$ cat src/gsr_pkg.sv
package gsr_pkg;

    // clock and execution intervals
    localparam int CLK_FREQ_HZ         = 250_000_000;
    localparam int MS_PER_S            = 1000;
    localparam int FIELD_INTERVAL_MS   = 50;
    localparam int LAMP_INTERVAL_MS    = 500;
    localparam int STATUS_INTERVAL_MS  = 1000;
    // shortest interval: integer division rounds down
    localparam int FIELD_TICK_CYCLES   = (CLK_FREQ_HZ / MS_PER_S) * FIELD_INTERVAL_MS;
    localparam int LAMP_PER_FIELD      = LAMP_INTERVAL_MS / FIELD_INTERVAL_MS;
    localparam int STATUS_PER_FIELD    = STATUS_INTERVAL_MS / FIELD_INTERVAL_MS;
    localparam int FIELD_TICKS_PER_S   = MS_PER_S / FIELD_INTERVAL_MS;
    localparam int LAMP_TICKS_PER_S    = MS_PER_S / LAMP_INTERVAL_MS;

    // calibration ranges
    localparam logic [6:0] PCT_MAX     = 7'h64;
    localparam logic [6:0] PCT_ZERO    = 7'h00;
    localparam logic [6:0] TIME_MIN_S  = 7'h01;
    localparam logic [6:0] TIME_MAX_S  = 7'h7d;
    localparam logic [4:0] RPM_STEP    = 5'h19;
    localparam logic [8:0] COEF_ONE    = 9'h100;
    localparam int         COEF_FRAC   = 8;

    // field and lamp timer scaling
    localparam logic [4:0] FIELD_TPS   = 5'(FIELD_TICKS_PER_S);
    localparam logic [1:0] LAMP_TPS    = 2'(LAMP_TICKS_PER_S);

    // reset values of the network outputs
    localparam logic       GEN_FAILED_RST  = 1'b0;
    localparam logic [6:0] DUTY_REPORT_RST = 7'h00;
    localparam logic       DUTY_VALID_RST  = 1'b1;

    // averaging accumulator limits
    localparam logic [7:0] ACC_CNT_MAX = 8'hff;
    localparam int         DIV_STEPS   = 16;

endpackage

$ cat src/gsr_tick_if.sv
`timescale 1ns/1ns
interface gsr_tick_if;
    logic field_tick;
    logic lamp_tick;
    logic status_tick;

    modport gen (
        output field_tick,
        output lamp_tick,
        output status_tick
    );
    modport user (
        input field_tick,
        input lamp_tick,
        input status_tick
    );
endinterface

$ cat src/gsr_status.sv
`timescale 1ns/1ns
// Behaviour
// - failed status is lamp fault or field fault
// - latched field fault reports zero duty
// - otherwise report filtered field duty
// - field terminal absent forces zero duty
// - latched field fault marks duty invalid if terminal fitted
// - field terminal absent always reports valid
// - status 1 s, lamp 500 ms, field 50 ms
// - key-on fails when duty high long enough
// - run test fails when duty low long enough
// - key-on time 1 to 125 s
// - run test only below speed limit
// - run time 1 to 125 s
// - one flag says field terminal fitted
// - first order lag, coefficient in 1/256
// - lamp key-on duty command 0 to 100 percent
// - lamp key-on time 1 to 125 s
// - average complete periods per field sample
module gsr_status #(
    parameter int FIELD_TICK_CYCLES = gsr_pkg::FIELD_TICK_CYCLES
) (
    input  wire logic        sys_clk,
    input  wire logic        rst,
    input  wire logic        lamp_fault_detected,
    input  wire logic        field_fault_detected,
    input  wire logic        field_dtc_set,
    input  wire logic        field_period_done,
    input  wire logic [7:0]  field_period_duty,
    input  wire logic        field_keyon_enable,
    input  wire logic        field_run_enable,
    input  wire logic [13:0] engine_speed,
    input  wire logic        lamp_keyon_enable,
    input  wire logic        lamp_ground_seen,
    input  wire logic [6:0]  field_keyon_duty_threshold,
    input  wire logic [6:0]  field_run_duty_threshold,
    input  wire logic [6:0]  field_keyon_test_time,
    input  wire logic [6:0]  field_run_test_time,
    input  wire logic [8:0]  field_run_speed_limit,
    input  wire logic        field_terminal_fitted,
    input  wire logic [8:0]  field_lag_coefficient,
    input  wire logic [6:0]  lamp_keyon_command_duty,
    input  wire logic [6:0]  lamp_keyon_test_time,
    output logic             generator_failed,
    output logic [6:0]       field_duty_report,
    output logic             field_duty_valid,
    output logic [15:0]      filtered_field_duty,
    output logic             field_keyon_fail,
    output logic             field_run_fail,
    output logic             lamp_keyon_fail,
    output logic [6:0]       lamp_drive_duty
);

    typedef enum logic [1:0] {
        GSR_IDLE,
        GSR_DIVIDE,
        GSR_FILTER,
        GSR_TEST
    } gsr_phase_type;

    typedef struct packed {
        gsr_phase_type phase;
        logic [15:0]   acc_sum;
        logic [7:0]    acc_cnt;
        logic [15:0]   div_num;
        logic [7:0]    div_den;
        logic [8:0]    div_rem;
        logic [4:0]    div_step;
        logic [6:0]    sample;
        logic [15:0]   filt;
        logic [11:0]   keyon_timer;
        logic [11:0]   run_timer;
        logic [7:0]    lamp_timer;
        logic          keyon_fail;
        logic          run_fail;
        logic          lamp_fail;
        logic [6:0]    lamp_duty;
        logic          gen_failed;
        logic [6:0]    duty_report;
        logic          duty_valid;
    } gsr_state_type;

    gsr_tick_if ticks ();

    gsr_tick_gen #(
        .FIELD_TICK_CYCLES (FIELD_TICK_CYCLES)
    ) u_tick_gen (
        .sys_clk (sys_clk),
        .rst     (rst),
        .ticks   (ticks)
    );

    gsr_state_type state_reg;
    gsr_state_type state_next;

    // out-of-range percent calibrations saturate rather than wrap
    function automatic logic [6:0] clamp_pct(input logic [7:0] pct);
        if (pct > {1'b0, gsr_pkg::PCT_MAX}) begin
            clamp_pct = gsr_pkg::PCT_MAX;
        end else begin
            clamp_pct = pct[6:0];
        end
    endfunction

    function automatic logic [6:0] clamp_time(input logic [6:0] secs);
        if (secs < gsr_pkg::TIME_MIN_S) begin
            clamp_time = gsr_pkg::TIME_MIN_S;
        end else if (secs > gsr_pkg::TIME_MAX_S) begin
            clamp_time = gsr_pkg::TIME_MAX_S;
        end else begin
            clamp_time = secs;
        end
    endfunction

    logic [6:0]         keyon_thr;
    logic [6:0]         run_thr;
    logic [11:0]        keyon_limit;
    logic [11:0]        run_limit;
    logic [7:0]         lamp_limit;
    logic [13:0]        speed_limit_rpm;
    logic [8:0]         coef;
    logic [6:0]         filt_pct;
    logic               keyon_active;
    logic               run_active;
    logic               field_latched;
    logic [8:0]         rem_shift;
    logic signed [16:0] diff;
    logic signed [26:0] prod;
    logic signed [17:0] filt_sum;
    logic [15:0]        acc_sum_base;
    logic [7:0]         acc_cnt_base;
    logic [6:0]         period_pct;

    localparam int COEF_SHIFT_HI = gsr_pkg::COEF_FRAC + 17;

    always_comb begin
        keyon_thr = clamp_pct({1'b0, field_keyon_duty_threshold});
        run_thr = clamp_pct({1'b0, field_run_duty_threshold});
        keyon_limit = 12'(clamp_time(field_keyon_test_time) * gsr_pkg::FIELD_TPS);
        run_limit = 12'(clamp_time(field_run_test_time) * gsr_pkg::FIELD_TPS);
        lamp_limit = 8'(clamp_time(lamp_keyon_test_time) * gsr_pkg::LAMP_TPS);
        speed_limit_rpm = 14'(field_run_speed_limit * gsr_pkg::RPM_STEP);
        if (field_lag_coefficient > gsr_pkg::COEF_ONE) begin
            coef = gsr_pkg::COEF_ONE;
        end else begin
            coef = field_lag_coefficient;
        end
        filt_pct = state_reg.filt[14:8];
        field_latched = field_fault_detected && field_dtc_set;
        keyon_active = field_terminal_fitted && field_keyon_enable
                       && !state_reg.run_fail;
        run_active = field_terminal_fitted && field_run_enable
                     && !state_reg.keyon_fail
                     && (engine_speed < speed_limit_rpm);
        rem_shift = {state_reg.div_rem[7:0], state_reg.div_num[15]};
        diff = $signed({1'b0, state_reg.sample, 8'h00})
               - $signed({1'b0, state_reg.filt});
        prod = diff * $signed({1'b0, coef});
        filt_sum = $signed({2'b00, state_reg.filt})
                   + $signed(prod[COEF_SHIFT_HI:gsr_pkg::COEF_FRAC]);
    end

    always_comb begin
        state_next = state_reg;
        acc_sum_base = state_reg.acc_sum;
        acc_cnt_base = state_reg.acc_cnt;
        period_pct = clamp_pct(field_period_duty);

        // a field tick starts a fresh averaging window
        if (ticks.field_tick && state_reg.phase == GSR_IDLE) begin
            acc_sum_base = 16'h0000;
            acc_cnt_base = 8'h00;
            if (state_reg.acc_cnt != 8'h00) begin
                state_next.div_num = state_reg.acc_sum;
                state_next.div_den = state_reg.acc_cnt;
                state_next.div_rem = 9'h000;
                state_next.div_step = 5'h00;
                state_next.phase = GSR_DIVIDE;
            end else begin
                // no complete period seen: previous average is reused
                state_next.phase = GSR_FILTER;
            end
        end

        // periods past the counter limit are dropped from the window
        if (field_period_done && acc_cnt_base != gsr_pkg::ACC_CNT_MAX) begin
            state_next.acc_sum = acc_sum_base + {9'h000, period_pct};
            state_next.acc_cnt = acc_cnt_base + 8'h01;
        end else begin
            state_next.acc_sum = acc_sum_base;
            state_next.acc_cnt = acc_cnt_base;
        end

        case (state_reg.phase)
            GSR_IDLE: begin
            end
            GSR_DIVIDE: begin
                // restoring divide, one quotient bit per cycle
                if (rem_shift >= {1'b0, state_reg.div_den}) begin
                    state_next.div_rem = rem_shift - {1'b0, state_reg.div_den};
                    state_next.div_num = {state_reg.div_num[14:0], 1'b1};
                end else begin
                    state_next.div_rem = rem_shift;
                    state_next.div_num = {state_reg.div_num[14:0], 1'b0};
                end
                state_next.div_step = state_reg.div_step + 5'h01;
                if (state_reg.div_step == 5'(gsr_pkg::DIV_STEPS - 1)) begin
                    state_next.phase = GSR_FILTER;
                end
            end
            GSR_FILTER: begin
                if (state_reg.div_step == 5'(gsr_pkg::DIV_STEPS)) begin
                    state_next.sample = clamp_pct(state_reg.div_num[7:0]);
                    state_next.div_step = 5'h00;
                end
                state_next.phase = GSR_TEST;
            end
            GSR_TEST: begin
                state_next.phase = GSR_IDLE;
            end
            default: begin
                state_next.phase = GSR_IDLE;
            end
        endcase

        // lag filter applied once the new average is in place
        if (state_reg.phase == GSR_TEST) begin
            state_next.filt = filt_sum[15:0];
        end

        // field timers advance in the test phase after each field tick, using the filtered value held before this update
        if (state_reg.phase == GSR_TEST) begin
            if (keyon_active && filt_pct >= keyon_thr) begin
                if (state_reg.keyon_timer != 12'hfff) begin
                    state_next.keyon_timer = state_reg.keyon_timer + 12'h001;
                end
            end else begin
                state_next.keyon_timer = 12'h000;
            end
            if (run_active && filt_pct <= run_thr) begin
                if (state_reg.run_timer != 12'hfff) begin
                    state_next.run_timer = state_reg.run_timer + 12'h001;
                end
            end else begin
                state_next.run_timer = 12'h000;
            end
        end
        state_next.keyon_fail = (state_reg.keyon_timer >= keyon_limit);
        state_next.run_fail = (state_reg.run_timer >= run_limit);

        // lamp key-on test: ground never seen while the output is on
        if (ticks.lamp_tick) begin
            if (lamp_keyon_enable && !lamp_ground_seen) begin
                if (state_reg.lamp_timer != 8'hff) begin
                    state_next.lamp_timer = state_reg.lamp_timer + 8'h01;
                end
            end else begin
                state_next.lamp_timer = 8'h00;
            end
        end
        state_next.lamp_fail = (state_reg.lamp_timer >= lamp_limit);
        if (lamp_keyon_enable) begin
            state_next.lamp_duty = clamp_pct({1'b0, lamp_keyon_command_duty});
        end else begin
            state_next.lamp_duty = gsr_pkg::PCT_ZERO;
        end

        // network status refreshed only on the status tick
        if (ticks.status_tick) begin
            state_next.gen_failed = lamp_fault_detected || field_fault_detected;
            if (!field_terminal_fitted) begin
                state_next.duty_report = gsr_pkg::PCT_ZERO;
                state_next.duty_valid = 1'b1;
            end else if (field_latched) begin
                state_next.duty_report = gsr_pkg::PCT_ZERO;
                state_next.duty_valid = 1'b0;
            end else begin
                state_next.duty_report = filt_pct;
                state_next.duty_valid = 1'b1;
            end
        end
    end

    always_ff @(posedge sys_clk or posedge rst) begin
        if (rst) begin
            state_reg <= '0;
            state_reg.phase <= GSR_IDLE;
            state_reg.gen_failed <= gsr_pkg::GEN_FAILED_RST;
            state_reg.duty_report <= gsr_pkg::DUTY_REPORT_RST;
            state_reg.duty_valid <= gsr_pkg::DUTY_VALID_RST;
        end else begin
            state_reg <= state_next;
        end
    end

    assign generator_failed = state_reg.gen_failed;
    assign field_duty_report = state_reg.duty_report;
    assign field_duty_valid = state_reg.duty_valid;
    assign filtered_field_duty = state_reg.filt;
    assign field_keyon_fail = state_reg.keyon_fail;
    assign field_run_fail = state_reg.run_fail;
    assign lamp_keyon_fail = state_reg.lamp_fail;
    assign lamp_drive_duty = state_reg.lamp_duty;

endmodule

$ cat src/gsr_tick_gen.sv
`timescale 1ns/1ns
module gsr_tick_gen #(
    parameter int FIELD_TICK_CYCLES = gsr_pkg::FIELD_TICK_CYCLES
) (
    input  wire logic sys_clk,
    input  wire logic rst,
    gsr_tick_if.gen   ticks
);
    localparam int CNT_W = $clog2(FIELD_TICK_CYCLES + 1);
    localparam logic [CNT_W-1:0] CNT_LAST = CNT_W'(FIELD_TICK_CYCLES - 1);
    localparam logic [4:0] LAMP_LAST = 5'(gsr_pkg::LAMP_PER_FIELD - 1);
    localparam logic [4:0] STAT_LAST = 5'(gsr_pkg::STATUS_PER_FIELD - 1);

    typedef struct packed {
        logic [CNT_W-1:0] cnt;
        logic [4:0]       lamp_div;
        logic [4:0]       stat_div;
        logic             field_tick;
        logic             lamp_tick;
        logic             status_tick;
    } gsr_tick_state_type;

    gsr_tick_state_type state_reg;
    gsr_tick_state_type state_next;

    // slower ticks derive from the field tick so all three stay phase locked
    always_comb begin
        state_next = state_reg;
        state_next.field_tick = 1'b0;
        state_next.lamp_tick = 1'b0;
        state_next.status_tick = 1'b0;
        if (state_reg.cnt == CNT_LAST) begin
            state_next.cnt = '0;
            state_next.field_tick = 1'b1;
            if (state_reg.lamp_div == LAMP_LAST) begin
                state_next.lamp_div = 5'h00;
                state_next.lamp_tick = 1'b1;
            end else begin
                state_next.lamp_div = state_reg.lamp_div + 5'h01;
            end
            if (state_reg.stat_div == STAT_LAST) begin
                state_next.stat_div = 5'h00;
                state_next.status_tick = 1'b1;
            end else begin
                state_next.stat_div = state_reg.stat_div + 5'h01;
            end
        end else begin
            state_next.cnt = state_reg.cnt + CNT_W'(1);
        end
    end

    always_ff @(posedge sys_clk or posedge rst) begin
        if (rst) begin
            state_reg <= '0;
        end else begin
            state_reg <= state_next;
        end
    end

    assign ticks.field_tick = state_reg.field_tick;
    assign ticks.lamp_tick = state_reg.lamp_tick;
    assign ticks.status_tick = state_reg.status_tick;
endmodule

$ cat config.mk
export PLATFORM = sky130hd
export DESIGN_NAME = gsr_status
export DESIGN_NICKNAME = d
export VERILOG_FILES = /design/src/gsr_pkg.sv /design/src/gsr_tick_if.sv /design/src/gsr_status.sv /design/src/gsr_tick_gen.sv
export SDC_FILE = /design/constraint.sdc
export NUM_CORES = 1
export LEC_CHECK = 0
export ABC_CLOCK_PERIOD_IN_PS = 22500
export BUFFER_PORTS_ARGS = -buffer_cell sky130_fd_sc_hd__clkbuf_2
export CORE_UTILIZATION = 25
export CTS_BUF_LIST = sky130_fd_sc_hd__clkbuf_2 sky130_fd_sc_hd__clkbuf_4 sky130_fd_sc_hd__clkbuf_8
export DETAILED_ROUTE_END_ITERATION = 8
export SLEW_MARGIN = 0
export SYNTH_ARGS = -nofsm -noshare
export SYNTH_HDL_FRONTEND = slang
export SYNTH_SLANG_ARGS = --single-unit
$ cat constraint.sdc
create_clock -name sys_clk -period 22.5 [get_ports sys_clk]
set_clock_uncertainty 0.2 [all_clocks]
set_input_delay 5.625 -clock sys_clk [delete_from_list [all_inputs] [get_ports sys_clk]]
set_output_delay 5.625 -clock sys_clk [all_outputs]
set_load 0.1 [all_outputs]
; Word level (Yosys, flattened, before mapping)
; Index checks and enable logic that the tools add are counted.
[op_classes]
n_addsub = 12
multipliers = 4
n_div = 0
magnitude_cmp = 19
n_eq_ne = 15
shift = 0
n_mux = 42
n_bitwise = 0
n_reduce_logical = 25
[op_table]
columns = op, count
row1 = 2-to-1 mux 7 bit, 12
row2 = 2-to-1 mux 38 bit, 2
row3 = 2-to-1 mux 12 bit, 5
row4 = 2-to-1 mux 8 bit, 7
row5 = 2-to-1 mux 24 bit, 2
row6 = "greater-than comparator 7 bit, second input constant", 6
row7 = 2-to-1 mux 16 bit, 2
row8 = "adder 12 x 1 -> 12 bit, second input constant", 2
row9 = "adder 24 x 1 -> 24 bit, second input constant", 1
row10 = "== test 24 bit, second input constant", 1
row11 = greater-or-equal comparator 12 bit, 2
row12 = multiplier 17 x 10 -> 24 bit, 1
row13 = "!= test 12 bit, second input constant", 2
row14 = "< comparator 7 x 1 -> 1 bit, second input constant", 3
row15 = "multiplier 7 x 3 -> 10 bit, second input constant", 2
row16 = subtractor 15 x 16 -> 17 bit, 1
row17 = adder 16 bit, 1
row18 = adder 16 x 7 -> 16 bit, 1
row19 = "adder 8 x 1 -> 8 bit, second input constant", 2
row20 = "greater-than comparator 8 x 7 -> 1 bit, second input constant", 2
row21 = "!= test 8 bit, second input constant", 2
row22 = "adder 5 x 1 -> 5 bit, second input constant", 3
row23 = < comparator 14 bit, 1
row24 = "multiplier 9 x 5 -> 14 bit, second input constant", 1
row25 = other kinds (25), 53
[word_totals]
ff_bits = 174
latch_bits = 0
ram_bits = 0
mem_bits_ro = 0
inputBits = 93
word_cells = 142
mem_count = 0

; Depth between registers and ports, before layout
[logic_depth]
word_depth = 6
ltp_mapped = 34
ltp_nobuf = 34

; Modules after synthesis
; A second synthesis with hierarchy kept.
[unflattened]
hier_cells = 1987
hier_area_um2 = 17690.7
[modules_own_cells]
columns = module, instances, cells_each, area_per_inst_um2, seq_area_each_um2
row1 = gsr_status, 1, 1802, 15767.6, 3429.5
row2 = gsr_tick_gen, 1, 185, 1923.1, 925.9

; Worst setup path before layout
; No wires, ideal clock.
[synth_timing]
path_type = input to register
from = in field_lag_coefficient[8]
to = reg state_reg, in the netlist filtered_field_duty[15]
setup_time_ps = 124
arrival_ps = 12588
required_ps = 22176
slack_ps = 9589
stages = 30
cell_sequence = buf_6 > and2b_2 > clkbuf_1 > clkbuf_1 > nand2_1 > fa_1 > inv_1 > fa_1 > fa_1 > fa_1 > inv_1 > fa_1 > inv_1 > ha_1 > a211o_1 > a2111oi_4 > o21ai_4 > a41o_1 > a21o_1 > a31oi_4 > nor2b_2 > o31a_1 > ha_1 > and3_1 > a21oi_1 > o21ai_0 > o41a_1 > xnor2_1 > nand2_1 > xnor2_1
[synth_via]
elab_chain_cells = 4
[synth_rtl]
columns = element, line
row1 = "start, declared", gsr_status.sv:41  ; input wire logic [8:0] field_lag_coefficient,
row2 = greater-than comparator 9 bit, gsr_status.sv:143  ; if (field_lag_coefficient > gsr_pkg::COEF_ONE) begin
row3 = 2-to-1 mux 9 bit (*), gsr_status.sv:143
row4 = multiplier 17 x 10 -> 24 bit (*), gsr_status.sv:158  ; prod = diff * $signed({1'b0, coef});
row5 = adder 16 bit (*), gsr_status.sv:160  ; + $signed(prod[COEF_SHIFT_HI:gsr_pkg::COEF_FRAC]);
row6 = "end signal, assigned", gsr_status.sv:292  ; state_reg <= state_next;
row7 = "end, declared", gsr_status.sv:93  ; gsr_state_type state_reg;
; Every way passes the cells marked *; elsewhere a longest branch is shown, timed or not.
; A chain may end at the register's enable or synchronous reset.

; Final worst setup path
; Same ends and word-level chain as after synthesis.

==> results.md <==
* Crit path launch type: input pin
* P per Cell Area at 58.46 mW/mm^2
* Initial Util at 0.2541
* DR WL/cell at 13.44 um
* Clock tree from TritonCTS: yes
* Post-DP HPWL at 32.31 mm
* Worst slew margin at 0.1841
* Root Buffer Master: clkbuf_8
* Top post-synthesis cells by count: inv_1, nand2_1, ha_1
* Netlist Area Pre-Place at 0.01755 mm^2
* Status: finished clean
* Largest net degree at the start of global routing at 99
* Max Fclk at 0.07536 GHz
* Vias in the first global route at 13030
* Final setup fails at 0
* P&R area growth vs syn at 10.66%
* Global-route wire length before repair at 67.68 mm
* Total number of vias at 13280
* Hold Crit Endpoint: state_reg[108]
* Hold Startpoint: state_reg[107]
* Max-slew violation count at 0
* Die ar. at 0.07125 mm^2
* Drt via density at 4.446
* Maximum VDD drop at 38.57 uV
* Chip width at 266.9 um
* Max reg flops at 93
* Fin. Hold Viols at 0
* Clock transition at the registers of the reported paths at 0.09 ns
* Post-DP Area at 0.01900 mm^2
* Core footprint at 0.06907 mm^2
* Slew @ Worst Pin at 1.221 ns
* Place WS at 8.803 ns
* Clk_lat worst skew at 0.48 ns
* GPL Wtd Cong at 0.8616
* Post-CTS Resized at 0
* Hold buffer count at CTS at 0
* Setup bufs post-CTS at 0
* Worst Hold Class: flip-flop to flip-flop
* Gate Count Post-Synth at 1965
* Hold path cells at 2
* WL final at 40.14 mm
* Reg2reg end: filtered_field_duty[15]
* R2R Setup Slk at 13.01 ns
* DR iter-0 viols at 673
* # port buffers at 127
* Synth top area cells: dfrtp_1, ha_1, fa_1, inv_1, nand2_1
* Final min period at 13.27 ns
* First drt pass iteration count at 7
* Crit end category: flip-flop
* Setup_tns at 0 ns
* FP Rows at 96
* Top FF cell, synth: dfrtp_1
* Top cell type's share of synthesized area at 0.2467
* Total GRT Usage at 0.1181
* Routed Antenna Nets at 0
* RSZ-0062 raised after global routing: false
* H-Tree Level Count at 4
* Critical path class: input pin to flip-flop
* Diode count at 0
* I/O pin count at 128
* Antenna violations before repair at 0
* Cell variety after synth at 82
* CTS Buffer Depth at 2
* # nets final at 2474
* DRC Markers at 0
* DIE HEIGHT at 266.9 um
* Yosys warning count at 0
* Post-route cell area at 0.01942 mm^2
* CTS Buf Count at 17
* Global route total overflow at 0
* Static leakage at 9.429 nW
* Proportion of layout cells with a drive suffix above 1 at 0.1017
* Worst Reg-to-Reg Cells at 32
* Count leader, synth: inv_1
* Fin worst setup slack at 9.231 ns
* Worst r2r src: filtered_field_duty[8]
* Syn avg cell area at 8.930 um^2
* Post-Synthesis Net Count at 2396
* Period utilization at 0.5898
* Critical-path maximum fanout at 18
* Synth async-reset ratio at 1.000
* CTS sink count at 174
* Number of synthesized register bits at 174
* Register area share after synthesis at 0.2482
* Yosys top cell by area: dfrtp_1
* WP data required at 22.64 ns
* WP data arrival at 13.41 ns
* Post-synth EDFFs at 0
* # Max-Cap Violations at 0
[worst max-delay path: stages]
cell and delay, ns:
clkbuf_2 0.22, nor2b_1 0.98, nand2_1 0.17, fa_1 0.54
inv_1 0.05, fa_1 0.52, fa_1 0.45, fa_1 0.55
inv_1 0.05, fa_1 0.53, inv_1 0.04, ha_1 0.32
a211o_1 0.34, a2111oi_2 0.36, a211oi_1 0.14, a41o_1 0.30
a21o_1 0.24, a31oi_4 0.22, nor2b_2 0.07, o31a_1 0.26
ha_1 0.31, and3_1 0.17, a21oi_1 0.11, o21ai_0 0.14
o41a_1 0.35, xnor2_1 0.14, nand2_1 0.08, xnor2_1 0.14
[cell usage in the layout, fill, tap and decap left out, types with 9 or more instances in the layout]
cell / synthesis / layout
inv_1: 248 / 247
fa_1: 125 / 125
xnor2_1: 65 / 65
o21bai_1: 9 / 9
o21a_1: 20 / 20
nor2b_1: 29 / 29
nand4_1: 20 / 20
clkbuf_2: 1 / 127
buf_4: 30 / 9
ha_1: 213 / 213
or4_1: 11 / 11
nand3_1: 42 / 42
nor2_1: 142 / 142
nor3_1: 25 / 25
a21o_1: 36 / 36
nand2b_1: 28 / 28
and2_1: 35 / 35
o31ai_1: 13 / 12
nand2_1: 219 / 219
mux2_2: 9 / 9
o21ai_0: 120 / 120
or3_1: 17 / 17
a21oi_1: 86 / 85
and3_1: 17 / 17
clkbuf_8: 0 / 19
dfrtp_1: 173 / 173
xor2_1: 53 / 53
mux2i_1: 30 / 30
[how the worst max path moves through the flow]
stage	startpoint	to	slack, ns
after floorplan	field_lag_coefficient[8]	filtered_field_duty[15]	9.59
after global placement	field_lag_coefficient[8]	filtered_field_duty[15]	8.91
after detailed placement	field_lag_coefficient[8]	filtered_field_duty[15]	8.80
after CTS	field_lag_coefficient[8]	filtered_field_duty[15]	9.34
after global routing	field_lag_coefficient[8]	filtered_field_duty[15]	8.81
final	field_lag_coefficient[8]	filtered_field_duty[15]	9.23
[final cells by class]
type / count / area, um^2
flip-flops and latches: 174 / 4355
multi-input cells: 1464 / 11830
repair buffers: 136 / 703.2
inverters: 250 / 945.9
clock buffers: 21 / 276.5
clock inverters: 10 / 137.6
well taps: 931 / 1165
fillers: 7343 / 49650
[logic make-up (layout without fill, tap and decap cells)]
kind of cell | Yosys count | after routing | synth area share
compound gates | 352 | 352 | 0.1285
mux | 39 | 39 | 0.02289
simple gates | 617 | 617 | 0.1691
fa+ha+maj | 338 | 338 | 0.2945
buf+inv | 327 | 417 | 0.07787
flops | 174 | 174 | 0.2482
xor+xnor | 118 | 118 | 0.05890
[routing by layer]
layer / global-route usage / wire length [um] / share of wire / vias to the layer above
met2: 0.1898 / 18430 / 0.46 / 209
met4: 0.02501 / 496 / 0.012 / 0
li1: - / - / - / 6677
met5: 0 / 0 / 0 / -
met1: 0.1644 / 19500 / 0.49 / 6364
met3: 0.02048 / 1708 / 0.043 / 26
[power breakdown]
group          switching (mW)  leakage, nW  total (mW)  internal (mW)
registers              0.0230         2.25       0.355          0.332
logic                   0.303         6.97       0.545          0.243
clock network           0.117        0.209       0.235          0.117
[metrics by stage]
stage	total power [mW]	hold slack, ns	utilization	cells
after floorplan	0.7919	0.2377	-	1965
after global placement	0.9010	0.2666	0.2751	2955
after detailed placement	0.9049	0.2689	0.2751	2955
after CTS	1.151	0.2831	0.2811	2986
after global routing	1.249	0.3107	0.2811	2986
final	1.135	0.2786	0.2811	2986
Note: power is estimated with default switching activity, not from simulation.
